### src/card_ctl_cfg.svh
/*
 Constants for the 16-bit card control-signal block: battery codes, timing.
 Assumes a 25 MHz controller clock.
*/
`ifndef CARD_CTL_CFG_SVH
`define CARD_CTL_CFG_SVH
`define CLK_PERIOD_NS 40
`define IORD_PULSE_NS 165
`define IORD_PULSE_CYC ((`IORD_PULSE_NS + `CLK_PERIOD_NS - 1) / `CLK_PERIOD_NS)
`define IORD_CNT_W 4
`define BATT_GOOD 2'h0
`define BATT_WEAK 2'h1
`define BATT_DEAD 2'h2
`endif

### src/card_ctl_pkg.sv
/*
 Types shared by the card control-signal block.
 Assumes card_ctl_cfg.svh supplies the numeric codes.
*/
package card_ctl_pkg;
    typedef logic [1:0] batt_t;
endpackage

### src/pin_sync.sv
/*
 Two-flop synchroniser for a group of card pins.
 Assumes inputs are asynchronous to clk.
*/
`timescale 1ns/10ps
module pin_sync #(
    parameter int W = 1,
    parameter logic [W-1:0] INIT = '0
) (
    // Clock and reset
    input wire logic clk,
    input wire logic rst_b,
    // Pins in, synchronised out
    input wire logic [W-1:0] pin,
    output logic [W-1:0] sync
);
    logic [W-1:0] meta_q;

    always_ff @(posedge clk or negedge rst_b)
    begin
        if (!rst_b)
        begin
            meta_q <= INIT;
            sync <= INIT;
        end
        else
        begin
            meta_q <= pin;
            sync <= meta_q;
        end
    end
endmodule

### src/card_ctl.sv
// What this block does
// Both battery inputs high means good; second low, first high means weak.
// First battery input low means dead battery, memory contents lost.
// I/O card uses first battery input as status-change alert.
// Modem card uses first battery input to signal ring detection.
// Second battery input carries speaker audio only in I/O interface mode.
// Card-detect levels are sensed and reported as status.
// First card enable selects even bytes, second selects odd bytes.
// Card asserts input acknowledge when it can answer the I/O read.
// I/O read strobe asserted toward card during host I/O read cycles.
// Card present only when both card-detect inputs are low.
/*
 Control-signal side of a 16-bit card socket: battery decode, status-change,
 ring, speaker, card detect, byte card enables and I/O read strobe.
 Assumes the host issues one I/O read request pulse at a time on clk.
*/
`timescale 1ns/10ps
`include "card_ctl_cfg.svh"
module card_ctl #(
    parameter int PULSE_CYC = `IORD_PULSE_CYC
) (
    // Clock and reset
    input wire logic clk,
    input wire logic rst_b,
    // Socket mode
    input wire logic io_mode,
    // Card status pins (all active low except battery levels)
    input wire logic bvd1,
    input wire logic bvd2,
    input wire logic cd1_b,
    input wire logic cd2_b,
    input wire logic inpack_b,
    // Host I/O read request
    input wire logic rd_req,
    input wire logic [1:0] rd_bytes,
    // Status out
    output logic card_present_q,
    output logic card_partial_q,
    output card_ctl_pkg::batt_t batt_state_q,
    output logic stschg_q,
    output logic ring_q,
    output logic spkr_q,
    output logic inpack_seen_q,
    output logic rd_busy_q,
    // Card strobes (active low)
    output logic ce1_b_q,
    output logic ce2_b_q,
    output logic iord_b_q
);
    logic [4:0] pins_s;
    logic bvd1_s, bvd2_s, cd1_s, cd2_s, inpack_s;

    pin_sync #(.W(5), .INIT(5'h1F)) u_sync (
        .clk(clk),
        .rst_b(rst_b),
        .pin({bvd1, bvd2, cd1_b, cd2_b, inpack_b}),
        .sync(pins_s)
    );
    assign {bvd1_s, bvd2_s, cd1_s, cd2_s, inpack_s} = pins_s;

    // Status decode
    logic card_present_d, card_partial_d, stschg_d, ring_d, spkr_d;
    card_ctl_pkg::batt_t batt_state_d;

    always_comb
    begin
        card_present_d = !cd1_s && !cd2_s;
        card_partial_d = cd1_s ^ cd2_s;
        batt_state_d = `BATT_GOOD;
        stschg_d = 1'b0;
        ring_d = 1'b0;
        spkr_d = 1'b0;
        if (!card_present_d)
        begin
            batt_state_d = `BATT_GOOD;
        end
        else if (io_mode)
        begin
            // Low on the first input is the alert in I/O mode
            stschg_d = !bvd1_s;
            ring_d = !bvd1_s;
            spkr_d = bvd2_s;
        end
        else if (!bvd1_s)
        begin
            batt_state_d = `BATT_DEAD;
        end
        else if (!bvd2_s)
        begin
            batt_state_d = `BATT_WEAK;
        end
    end

    always_ff @(posedge clk or negedge rst_b)
    begin
        if (!rst_b)
        begin
            card_present_q <= 1'b0;
            card_partial_q <= 1'b0;
            batt_state_q <= `BATT_GOOD;
            stschg_q <= 1'b0;
            ring_q <= 1'b0;
            spkr_q <= 1'b0;
        end
        else
        begin
            card_present_q <= card_present_d;
            card_partial_q <= card_partial_d;
            batt_state_q <= batt_state_d;
            stschg_q <= stschg_d;
            ring_q <= ring_d;
            spkr_q <= spkr_d;
        end
    end

    // I/O read cycle
    typedef enum logic [0:0] {IDLE, READ} rd_state_t;
    rd_state_t st_q, st_d;
    logic [`IORD_CNT_W-1:0] cnt_q, cnt_d;
    logic ce1_b_d, ce2_b_d, iord_b_d, inpack_seen_d, rd_busy_d;

    always_comb
    begin
        st_d = st_q;
        cnt_d = cnt_q;
        ce1_b_d = ce1_b_q;
        ce2_b_d = ce2_b_q;
        iord_b_d = iord_b_q;
        inpack_seen_d = inpack_seen_q;
        case (st_q)
            IDLE:
            begin
                // A request with no card seated is dropped
                if (rd_req && card_present_q && rd_bytes != 2'h0)
                begin
                    st_d = READ;
                    cnt_d = `IORD_CNT_W'(PULSE_CYC - 1);
                    ce1_b_d = !rd_bytes[0];
                    ce2_b_d = !rd_bytes[1];
                    iord_b_d = 1'b0;
                    inpack_seen_d = 1'b0;
                end
            end
            READ:
            begin
                // The ack path lags two edges, so earlier samples belong to the previous read
                if (!inpack_s && cnt_q <= `IORD_CNT_W'(PULSE_CYC - 3))
                begin
                    inpack_seen_d = 1'b1;
                end
                if (cnt_q == `IORD_CNT_W'(0))
                begin
                    st_d = IDLE;
                    ce1_b_d = 1'b1;
                    ce2_b_d = 1'b1;
                    iord_b_d = 1'b1;
                end
                else
                begin
                    cnt_d = cnt_q - `IORD_CNT_W'(1);
                end
            end
            default:
            begin
                st_d = IDLE;
            end
        endcase
        rd_busy_d = (st_d == READ);
    end

    always_ff @(posedge clk or negedge rst_b)
    begin
        if (!rst_b)
        begin
            st_q <= IDLE;
            cnt_q <= '0;
            ce1_b_q <= 1'b1;
            ce2_b_q <= 1'b1;
            iord_b_q <= 1'b1;
            inpack_seen_q <= 1'b0;
            rd_busy_q <= 1'b0;
        end
        else
        begin
            st_q <= st_d;
            cnt_q <= cnt_d;
            ce1_b_q <= ce1_b_d;
            ce2_b_q <= ce2_b_d;
            iord_b_q <= iord_b_d;
            inpack_seen_q <= inpack_seen_d;
            rd_busy_q <= rd_busy_d;
        end
    end
endmodule

### config.mk
export PLATFORM = sky130hd
export DESIGN_NAME = card_ctl
export DESIGN_NICKNAME = d
export VERILOG_FILES = /design/src/card_ctl_pkg.sv /design/src/pin_sync.sv /design/src/card_ctl.sv
export VERILOG_INCLUDE_DIRS = /design/src
export SDC_FILE = /design/constraint.sdc
export NUM_CORES = 1
export LEC_CHECK = 0
export ABC_AREA = 1
export CORE_MARGIN = 2
export CORE_UTILIZATION = 50
export DETAILED_ROUTE_END_ITERATION = 7
export DONT_BUFFER_PORTS = 1
export PLACE_DENSITY_LB_ADDON = 0.12
export SYNTH_ARGS = -nofsm -noshare
export SYNTH_HDL_FRONTEND = slang
export SYNTH_HIERARCHICAL = 1
export SYNTH_SLANG_ARGS = --single-unit
### constraint.sdc
create_clock -name clk -period 2.9 [get_ports clk]
set_input_delay 0.29 -clock clk [delete_from_list [all_inputs] [get_ports clk]]
set_output_delay 0.29 -clock clk [all_outputs]
set_load 0.01 [all_outputs]
# Yosys cells after proc, flatten, opt, wreduce, memory -nomap -nowiden
# Index checks and enable logic that the tools add are counted.
[classes]
n_shift = 0
n_reduce_logical = 15
muxes = 23
div_mod_pow = 0
addsub = 1
n_eq_ne = 4
magnitude_cmp = 1
mul = 0
bitwise = 2
[ops]
columns = ["op", "n"]
rows = [
  ["$mux 1", 12],
  ["$pmux 1 s2", 5],
  ["$mux 4", 2],
  ["$pmux 4 s2", 1],
  ["$logic_not 1->1", 6],
  ["$mux 2", 3],
  ["$reduce_and 2->1", 3],
  ["$le 4x2->1 const B", 1],
  ["$logic_and 1x1->1", 4],
  ["$logic_not 4->1", 1],
  ["$ne 2x1->1 const B", 2],
  ["$ne 2x2->1 const B", 2],
  ["$sub 4x1->4 const B", 1],
  ["$reduce_bool 2->1", 1],
  ["$not 1->1", 1],
  ["$xor 1x1->1", 1],
]
[word_totals]
mem_bits_rw = 0
mem_bits_ro = 0
out_inout_bits = 12
inputBits = 11
memories = 0
latch_bits = 0
ff_bits = 25

# Logic depth before layout (Yosys ltp)
# Gate-level depths: netlist of the first run.
[depth]
ltp_word = 4
mapped_depth = 6

# Hierarchy
# The synthesis of the first run kept the hierarchy.
[modules_own_cells]
columns = ["module", "seq_area_each_um2", "cells_each", "area_per_inst_um2", "instances"]
rows = [
  ["card_ctl", 379.1, 78, 701.9, 1],
  ["pin_sync", 262.8, 10, 262.8, 1],
]

# Worst setup path before layout of the first run
# No wires, ideal clock.
[synth_timing]
kind = "register -> register"
start = "register cnt_q[0]"
end = "register ce1_b_q"
path_stages_with_launch = 7
slack_ns = 1.789
t_arrival_ns = 1.051
path_buffers = 0
period_less_slack_ns = 1.111
setup_ns = 0.060
cell_sequence = "dfrtp_1 inv_1 ha_1 nand3_1 nand2_2 nand2_1 nand2_1"
[synth_between]
elab_chain_cells = 3
[synth_rtl]
columns = ["item", "line", "text"]
rows = [
  ["from (decl)", "card_ctl.sv:119", "logic [`IORD_CNT_W-1:0] cnt_q, cnt_d;"],
  ["from (signal assigned)", "card_ctl.sv:186", "cnt_q <= cnt_d;"],
  ["$logic_not 4->1", "card_ctl.sv:151", "if (cnt_q == `IORD_CNT_W'(0))"],
  ["$ne 2x1->1 (no line)", "n/a", ""],
  ["$reduce_and 2->1 (no line)", "n/a", ""],
  ["to (signal assigned)", "card_ctl.sv:177", "ce1_b_q <= 1'b1;"],
  ["to (signal assigned)", "card_ctl.sv:187", "ce1_b_q <= ce1_b_d;"],
  ["to (decl)", "card_ctl.sv:46", "output logic ce1_b_q,"],
]
# Every way passes these cells.
# A chain may end at the register's enable or synchronous reset.

# Worst setup path in the final report of the first run
[layout_timing]
start = "register cnt_q[0]"
end = "register ce2_b_q"
[layout_between]
elab_chain_cells = 3
[layout_rtl]
columns = ["item", "line", "text"]
rows = [
  ["$logic_not 4->1", "card_ctl.sv:151", ""],
  ["$ne 2x1->1 (no line)", "n/a", ""],
  ["$reduce_and 2->1 (no line)", "n/a", ""],
  ["to (signal assigned)", "card_ctl.sv:178", "ce2_b_q <= 1'b1;"],
  ["to (signal assigned)", "card_ctl.sv:188", "ce2_b_q <= ce2_b_d;"],
  ["to (decl)", "card_ctl.sv:47", "output logic ce2_b_q,"],
]
# Every way passes these cells.

==> impl_metrics.csv, run 1 <==
group,metric,value,unit
outcome,status,"finished clean",
place,dpl.cell_count,112,
clocking,cts_tree,"built",
logic_synthesis,ys_seq_area_share,66.54,%
route,via_per_inst,4.878,
clocking,clock-sinks,25,
logic_synthesis,synth_top_cell_area_share,35.41,%
timing,finalCritPeriodShare,42.87,%
timing,max_freq,804.4,MHz
die,coreArea,1764,um^2
logic_synthesis,ys_warn_count,6,
final_layout,fillers,159,
setup_path,crit_fanout,5,
timing,timing.final.hold_violations,0,
place,dp.final_hpwl,1.038,mm
clocking,numCtsBuffers,3,
power,seq_power_share,57.5,%
power,p_leak,0.5279,nW
route,drc,0,
die,fp.dieArea,2297,um^2
power,p_total,0.9193,mW
die,start_util,54.68,%
global_route,overflow,0,
route,totalWireLength,1.428,mm
route,m1WireLength,629,um
final_layout,final_nets,113,
timing,slew_headroom,30.81,%
power,irDropWorstVdd,0.4234,mV
setup_path,critPathCapture,"ce2_b_q$_DFFE_PN1P_",
timing,setup_tns,0,ns
clocking,ctsResizeCount,0,
global_route,grt_max_degree,26,
power,p_comb_share,25.6,%
timing,layout_setup_ws,1.657,ns
clocking,cts-root-buf,"clkbuf_4",
setup_path,start_kind,"flop",
route,dr.pass1.iters,4,
logic_synthesis,syn_area_per_cell,10.96,um^2
timing,setup_viol,0,
die,dieHeight,47.93,um
setup_path,rr_worst_depth,6,
logic_synthesis,synth_top_area_cell,"dfstp_2",
final_layout,layout_commonest_cell,"nand2_1",
power,p_clk_share,16.9,%
final_layout,antennaDiodeCount,0,
die,io_pins,23,
clocking,clk_latency,0.31,ns
die,die_width,47.93,um
global_route,antenna_found_initial,0,
place,globalplace.congestion,0.6652,
logic_synthesis,synth-seq-cells,25,
final_layout,fin_cells,123,
logic_synthesis,yosys.cell_types.count,20,
timing,slew_viol_final,0,
place,io_buffers,0,
power,switching_share,36.12,%
power,power.internal,0.5872,mW
setup_path,cp_data_arrival_time,1.51,ns
route,drtIter0Drc,6,
logic_synthesis,ys_top_cells_by_area,"dfstp_2 35%, dfrtp_1 31%, nand2_1 8.9%",
route,vias,600,
final_layout,drive_gt1_share,23.47,%
setup_path,required,3.17,ns
logic_synthesis,netlist_area,964.7,um^2
clocking,cts_buffer_depth,2,
global_route,track_usage,14.64,%
place,pre_cts_ws,1.691,ns
logic_synthesis,syn-num-nets,102,
route,wl_met3,106,um
timing,fin_skew,0.002684,ns
route,wl_met2,678,um
place,postPlaceCellArea,988.4,um^2
route,wire_per_inst,11.61,um
timing,worst_pin_slew,1.034,ns
clocking,htreeDepth,1,
global_route,grt_pass1_wl,2.221,mm
setup_path,r2r_slack,1.66,ns
setup_path,end_kind,"flop",
final_layout,syn_to_final_growth,12.84,%
route,detail-route-antenna-nets,0,
job,maxCapViolations,0,
power,switchingPower,0.3321,mW
power,p_per_area,844.5,nW/um^2
setup_path,worstReg2RegStart,"cnt_q[0]$_DFFE_PN0P_",
logic_synthesis,syn_inst,88,
timing,period_needed,1.243,ns
clocking,cts.clk_slew.worst_paths,0.14,ns
global_route,grt_pass1_vias,578,
min_path,hold_path_class,"input port to flop",
timing,grt_setup_unrepaired,"no",
setup_path,setup.worst_path.start,"cnt_q[0]$_DFFE_PN0P_",
die,row_count,15,
setup_path,crit_type,"flop to flop",
final_layout,layout_common_cells,"23 x nand2_1, 13 x dfstp_2, 12 x inv_1, 12 x dfrtp_1, 8 x nand3_1",
setup_path,r2r-end,"ce2_b_q$_DFFE_PN1P_",
route,route.top_layer_used,"met4",
final_layout,postLayoutCellArea,1089,um^2
==> worst min-delay path by stage <==
stage                  from                        end  cells past startpoint
global route        io_mode  batt_state_q[1]$_DFF_PN0_                      1
detailed placement    rst_b       cnt_q[2]$_DFFE_PN0P_                      0
CTS                 io_mode  batt_state_q[1]$_DFF_PN0_                      1
finish              io_mode  batt_state_q[1]$_DFF_PN0_                      1
global placement      rst_b       cnt_q[2]$_DFFE_PN0P_                      0
floorplan             rst_b  batt_state_q[0]$_DFF_PN0_                      0
==> per-stage QoR <==
step           util, %  hold WS, ns
4_1_cts          61.13      0.01993
3_5_place_dp     56.03    -0.004730
5_1_grt          61.70     0.008056
6_report         61.70      0.02497
3_3_place_gp     56.03    -0.005052
2_1_floorplan        -    -0.005591
==> sequential cells by signal (all words and copies together), names as in the netlist <==
name,cells
u_sync/meta_q,5
u_sync/sync,5
cnt_q,4
batt_state_q,2
card_partial_q,1
card_present_q,1
ce1_b_q,1
ce2_b_q,1
inpack_seen_q,1
iord_b_q,1
ring_q,1
spkr_q,1
st_q,1
==> Yosys cell counts (all sizes together) <==
library cell,instances
nor2,6
nor4,1
nand4,1
a21oi,2
dfstp,13
buf,1
nand3b,1
nand3,9
nand2,24
inv,13
nor3,1
dfrtp,12
o211ai,1
ha,3
==> logic make-up after synthesis <==
family / synth area share (%)
AOI/OAI and AO/OA: 2.205
DFF: 66.54
buffers and inverters: 5.836
adders and majority gates: 3.891
and+or+nand+nor: 21.53
==> repair_timing <==
item	4_1_cts	5_1_grt
buffers inserted	0	0
endpoints found under the setup margin	0	0
endpoints found under the hold margin	30	1
hold buffers	6	1
==> cell type report <==
class                           instances  area (um^2)  area share [%]
Sequential cell                        25        641.9           58.97
Multi-Input combinational cell         49        266.5           24.48
Timing Repair Buffer                    7        70.07           6.437
Inverter                               13        48.80           4.483
Tap cell                               25        31.28           2.874
Clock buffer                            3        22.52           2.069
Clock inverter                          1        7.507          0.6897
==> power by group through the flow <==
stage | registers [mW] | clock network [mW] | logic (mW)
final | 0.528 | 0.156 | 0.235
after global routing | 0.542 | 0.175 | 0.279
after CTS | 0.528 | 0.159 | 0.236
after detailed placement | 0.535 | 0 | 0.222
after global placement | 0.534 | 0 | 0.212
after floorplan | 0.518 | 0 | 0.185
==> worst max-delay path, cell delays in order, from the launching register on <==
cell	delay, ns
dfrtp_1	0.40
inv_1	0.13
ha_1	0.27
nand3_1	0.18
nand2_2	0.12
nand2_1	0.05
nand2_1	0.05
==> per-layer routing <==
metal / track usage [%] / vias to the layer above
li1: - / 294
met5: 0 / -
met3: 4.528 / 2
met2: 24.53 / 25
met1: 16.50 / 279
met4: 8.108 / 0
Power figures use the tool's default switching activity.
==> inputs of run 2 (changes only) <==
Clock period 2.9 ns to 1 ns, I/O delays scaled along.
==> impl_metrics.csv, run 2 (synthesis gave the netlist of run 1 again) <==
group,metric,value,unit
outcome,status,"finished, violations left",
outcome,failed_checks,"negative setup slack",
die,row_count,15,
setup_path,crit_type,"flop to output pin",
timing,grt_setup_unrepaired,"yes",
final_layout,fin_cells,135,
clocking,cts_tree,"built",
route,wire_per_inst,13.29,um
timing,finalCritPeriodShare,109.3,%
timing,setup_viol,11,
timing,slew_headroom,85.19,%
die,coreArea,1764,um^2
timing,timing.final.hold_violations,0,
global_route,grt_pass1_wl,2.829,mm
final_layout,final_nets,125,
setup_path,cpLargestDelayFamily,"flip-flops",
place,io_buffers,0,
die,dieHeight,47.93,um
place,dp.final_hpwl,1.175,mm
timing,period_needed,1.093,ns
clocking,cts-root-buf,"clkbuf_4",
job,maxCapViolations,0,
power,p_leak,0.6074,nW
route,totalWireLength,1.794,mm
setup_path,cp_data_arrival_time,0.99,ns
die,start_util,54.68,%
final_layout,layout_common_cells,"21 x nand2_1, 13 x dfstp_2, 11 x dfrtp_1, 10 x dlygate4sd3_1, 8 x inv_1",
timing,worst_pin_slew,0.2203,ns
clocking,htreeDepth,1,
min_path,hold_path_class,"input port to flop",
setup_path,crit_fanout,2,
route,detail-route-antenna-nets,0,
global_route,antenna_found_initial,0,
die,die_width,47.93,um
setup_path,critical_path.max_stage_delay,0.44,ns
final_layout,top_regs,"u_sync/meta_q (5), u_sync/sync (5), cnt_q (4)",
global_route,overflow,0,
final_layout,fillers,132,
timing,setup_tns,-0.4740,ns
place,dpl.cell_count,118,
route,vias,643,
setup_path,start_kind,"flop",
global_route,track_usage,18.56,%
final_layout,layout_commonest_cell,"nand2_1",
timing,fin_skew,0.006633,ns
route,via_per_inst,4.763,
die,fp.dieArea,2297,um^2
route,dr.pass1.iters,2,
die,io_pins,23,
global_route,grt_max_degree,26,
clocking,clk_latency,0.32,ns
clocking,numCtsBuffers,3,
clocking,clock-sinks,25,
route,drc,0,
clocking,cts.clk_slew.worst_paths,0.15,ns
setup_path,end_kind,"output pin",
final_layout,drive_gt1_share,39.09,%
setup_path,crit_chain,"buf_6, buf_6",
global_route,grt_pass1_vias,667,
min_path,hold_end,"st_q$_DFF_PN0_",
final_layout,antennaDiodeCount,0,
setup_path,critPathBufInv,2,
setup_path,rr_worst_depth,5,
route,drtIter0Drc,13,
final_layout,syn_to_final_growth,32.94,%
place,globalplace.congestion,0.7124,
power,p_per_area,2471,nW/um^2
min_path,min_path_cells,4,
timing,layout_setup_ws,-0.09323,ns
timing,max_freq,914.7,MHz
power,irDropWorstVdd,1.535,mV
setup_path,r2r_slack,-0.07,ns
setup_path,required,0.90,ns
setup_path,worstReg2RegStart,"st_q$_DFF_PN0_",
setup_path,cpMostUsedCell,"buf_6",
setup_path,r2r-end,"ce1_b_q$_DFFE_PN1P_",
clocking,cts_buffer_depth,2,
setup_path,critPathSlowestCell,"dfrtp_2",
min_path,min-delay-start,"rd_bytes[0]",
timing,slew_viol_final,0,
## run 2: worst min-delay path: stages
cell and delay [ns]:
inv_1 0.04, nand2_1 0.09, nand3_4 0.16, nand2_1 0.06
## run 2: what timing repair did
action | in CTS | in global routing
pin swaps | 1 | 8
setup endpoints to repair | 14 | 17
hold buffers | 9 | 2
gates cloned | 0 | 0
hold endpoints to repair | 37 | 25
setup buffers | 1 | 1
resized for setup | 8 | 9
## run 2: routing by layer
| metal | up-vias | track usage (%) | share of wire, % | wire length (um) |
|---|---|---|---|---|
| met5 | - | 0 | 0 | 0 |
| met4 | 0 | 6.486 | 0.33 | 6 |
| met3 | 2 | 4.528 | 4.8 | 87 |
| met2 | 18 | 31.20 | 54 | 967 |
| met1 | 307 | 23.17 | 41 | 732 |
| li1 | 316 | - | - | - |
## run 2: worst max-delay path by stage
stage / cells past startpoint / startpoint / end
2_1_floorplan: 6 / cnt_q[1]$_DFFE_PN0P_ / cnt_q[3]$_DFFE_PN0P_
3_3_place_gp: 6 / cnt_q[1]$_DFFE_PN0P_ / cnt_q[1]$_DFFE_PN0P_
3_5_place_dp: 6 / cnt_q[1]$_DFFE_PN0P_ / cnt_q[3]$_DFFE_PN0P_
4_1_cts: 2 / st_q$_DFF_PN0_ / rd_busy_q
5_1_grt: 6 / cnt_q[0]$_DFFE_PN0P_ / cnt_q[3]$_DFFE_PN0P_
6_report: 2 / st_q$_DFF_PN0_ / rd_busy_q
## run 2: layout make-up
class                      count  area (um^2)  area share (%)
inverter                      13        56.30           4.390
clock buffer                   3        22.52           1.756
sequential                    25        643.1           50.15
multi-input combinational     49        325.3           25.37
timing repair buffer          19        195.2           15.22
clock inverter                 1        8.758          0.6829
tap                           25        31.28           2.439
## run 2: stage by stage
stage	area [um^2]	util (%)	hold slack (ns)	power [mW]	setup WS [ns]
after global routing	1282	72.70	0.1495	3.392	-0.1244
after detailed placement	1052	59.65	-0.1951	2.409	-0.04344
final	1282	72.70	0.1324	3.169	-0.09323
after CTS	1206	68.37	-0.5616	3.036	-0.09595
after global placement	1052	59.65	-0.1951	2.367	-0.03507
after floorplan	983.4	-	-0.1956	2.118	0.01519
## run 2: report_power, final
part | total, mW | switching [mW] | internal, mW | leakage (nW)
Clock | 0.489 | 0.326 | 0.163 | 0.0183
Combinational | 1.19 | 0.639 | 0.551 | 0.300
Sequential | 1.49 | 0.204 | 1.29 | 0.289
Total | 3.17 | 1.17 | 2.00 | 0.607
==> inputs of run 3 (changes only) <==
Clock period 1 ns to 1.1 ns, I/O delays scaled along.
==> impl_metrics.csv, run 3 (synthesis gave the netlist of run 1 again) <==
group,metric,value,unit
power,switching_share,36.87,%
setup_path,start_kind,"flop",
die,coreArea,1764,um^2
place,pre_cts_ws,-0.03608,ns
setup_path,rr_worst_depth,4,
route,via_per_inst,4.822,
global_route,antenna_found_initial,0,
timing,timing.final.hold_violations,0,
final_layout,top_regs,"u_sync/meta_q (5), u_sync/sync (5), cnt_q (4)",
route,detail-route-antenna-nets,0,
min_path,hold_path_class,"input port to async pin",
setup_path,crit_fanout,3,
place,postPlaceCellArea,1028,um^2
route,drc,0,
setup_path,r2r-end,"inpack_seen_q$_DFFE_PN0P_",
clocking,cts.clk_slew.worst_paths,0.15,ns
final_layout,fillers,133,
die,dieHeight,47.93,um
final_layout,drive_gt1_share,39.09,%
global_route,grt_pass1_vias,611,
die,die_width,47.93,um
place,io_buffers,0,
power,p_leak,0.6099,nW
timing,max_freq,890.0,MHz
outcome,failed_checks,"negative setup slack",
timing,setup_tns,-0.02359,ns
clocking,clock-sinks,25,
final_layout,layout_commonest_cell,"nand2_1",
route,dr.pass1.iters,4,
die,fp.dieArea,2297,um^2
timing,grt_setup_unrepaired,"yes",
outcome,status,"finished, violations left",
power,seq_power_share,46.5,%
timing,layout_setup_ws,-0.02359,ns
place,globalplace.congestion,0.7846,
setup_path,end_kind,"flop",
place,dpl.cell_count,117,
timing,finalCritPeriodShare,102.1,%
timing,worst_pin_slew,1.038,ns
setup_path,cp_data_arrival_time,1.34,ns
power,irDropWorstVdd,1.554,mV
route,wire_per_inst,12.42,um
route,vias,651,
route,totalWireLength,1.677,mm
setup_path,worstReg2RegStart,"cnt_q[1]$_DFFE_PN0P_",
clocking,clk_latency,0.32,ns
final_layout,syn_to_final_growth,31.52,%
die,start_util,54.68,%
clocking,cts_buffer_depth,2,
timing,slew_headroom,30.77,%
final_layout,final_nets,125,
setup_path,required,1.32,ns
final_layout,antennaDiodeCount,0,
power,p_clk_share,15.1,%
timing,period_needed,1.124,ns
power,p_comb_share,38.4,%
clocking,cts-root-buf,"clkbuf_4",
setup_path,crit_type,"flop to flop",
global_route,track_usage,16.61,%
timing,whs,0.02468,ns
timing,setup_viol,1,
setup_path,critPathCapture,"inpack_seen_q$_DFFE_PN0P_",
clocking,numCtsBuffers,3,
setup_path,setup.worst_path.start,"cnt_q[1]$_DFFE_PN0P_",
final_layout,fin_cells,135,
final_layout,layout_common_cells,"20 x nand2_1, 13 x dfstp_2, 12 x dfrtp_1, 9 x inv_1, 9 x dlygate4sd3_1",
die,row_count,15,
power,switchingPower,1.074,mW
timing,fin_skew,0.002767,ns
global_route,grt_max_degree,26,
final_layout,multi_input_area,337.8,um^2
clocking,cts_tree,"built",
timing,slew_viol_final,0,
place,dp.final_hpwl,1.069,mm
job,maxCapViolations,0,
global_route,grt_pass1_wl,2.539,mm
clocking,htreeDepth,1,
final_layout,seq_area,641.9,um^2
global_route,overflow,0,
power,p_per_area,2295,nW/um^2
setup_path,r2r_slack,-0.02,ns
route,drtIter0Drc,6,
final_layout,postLayoutCellArea,1269,um^2
die,io_pins,23,
power,power.internal,1.838,mW
-- run 3: cell count changes in the layout (fill, tap and decap cells not counted), sizes merged --
cell / change
nand3: +1
dlygate4sd3: -1
dlymetal6s4s: +1
buf: -1
-- run 3: cell type report --
type                    count  area share (%)
repair buffers             18           14.00
clock buffers               3           1.775
flip-flops and latches     25           50.59
well taps                  25           2.465
multi-input cells          50           26.63
clock inverters             1          0.6903
inverters                  13           3.846
-- run 3: metal layers --
metal | part of all wire [%] | global-route usage [%] | vias to the layer above
li1 | - | - | 322
met1 | 44 | 19.95 | 309
met2 | 49 | 29.87 | 18
met3 | 4.9 | 3.396 | 2
met4 | 1.6 | 4.865 | 0
met5 | 0 | 0 | -
-- run 3: how the worst min path moves through the flow --
stage                 from  slack (ns)                        end  cells after the start
2_1_floorplan        rst_b       -0.19  batt_state_q[0]$_DFF_PN0_                      0
3_3_place_gp         rst_b       -0.19  batt_state_q[1]$_DFF_PN0_                      0
3_5_place_dp         rst_b       -0.19  batt_state_q[1]$_DFF_PN0_                      0
4_1_cts        rd_bytes[1]        0.13             st_q$_DFF_PN0_                      4
5_1_grt              rst_b         0.1           spkr_q$_DFF_PN0_                      1
6_report             rst_b        0.02           spkr_q$_DFF_PN0_                      1
-- run 3: power groups by stage --
stage	Clock (mW)	Combinational, mW	Sequential [mW]
after floorplan	0	0.495	1.37
after global placement	0	0.724	1.36
after detailed placement	0	0.750	1.36
after CTS	0.451	0.961	1.34
after global routing	0.492	1.24	1.38
final	0.440	1.12	1.35
-- run 3: what timing repair did --
item / in CTS / in global routing
gates cloned: 1 / 0
hold buffers: 10 / 0
endpoints found under the setup margin: 8 / 21
pin swaps: 2 / 6
gates resized for setup: 7 / 13
hold endpoints to repair: 39 / 0
setup buffers: 2 / 1
-- run 3: worst max-delay path, cell delays in order, from the launching register on --
cell and delay, ns:
dfrtp_1 0.43, buf_6 0.13, ha_2 0.15, o211ai_1 0.23, nand2_1 0.07
-- run 3: stage by stage --
| stage | utilization (%) | power (mW) |
|---|---|---|
| 5_1_grt | 71.91 | 3.109 |
| 6_report | 71.91 | 2.912 |
| 4_1_cts | 68.87 | 2.753 |
| 2_1_floorplan | - | 1.861 |
| 3_5_place_dp | 58.30 | 2.111 |
| 3_3_place_gp | 58.30 | 2.082 |
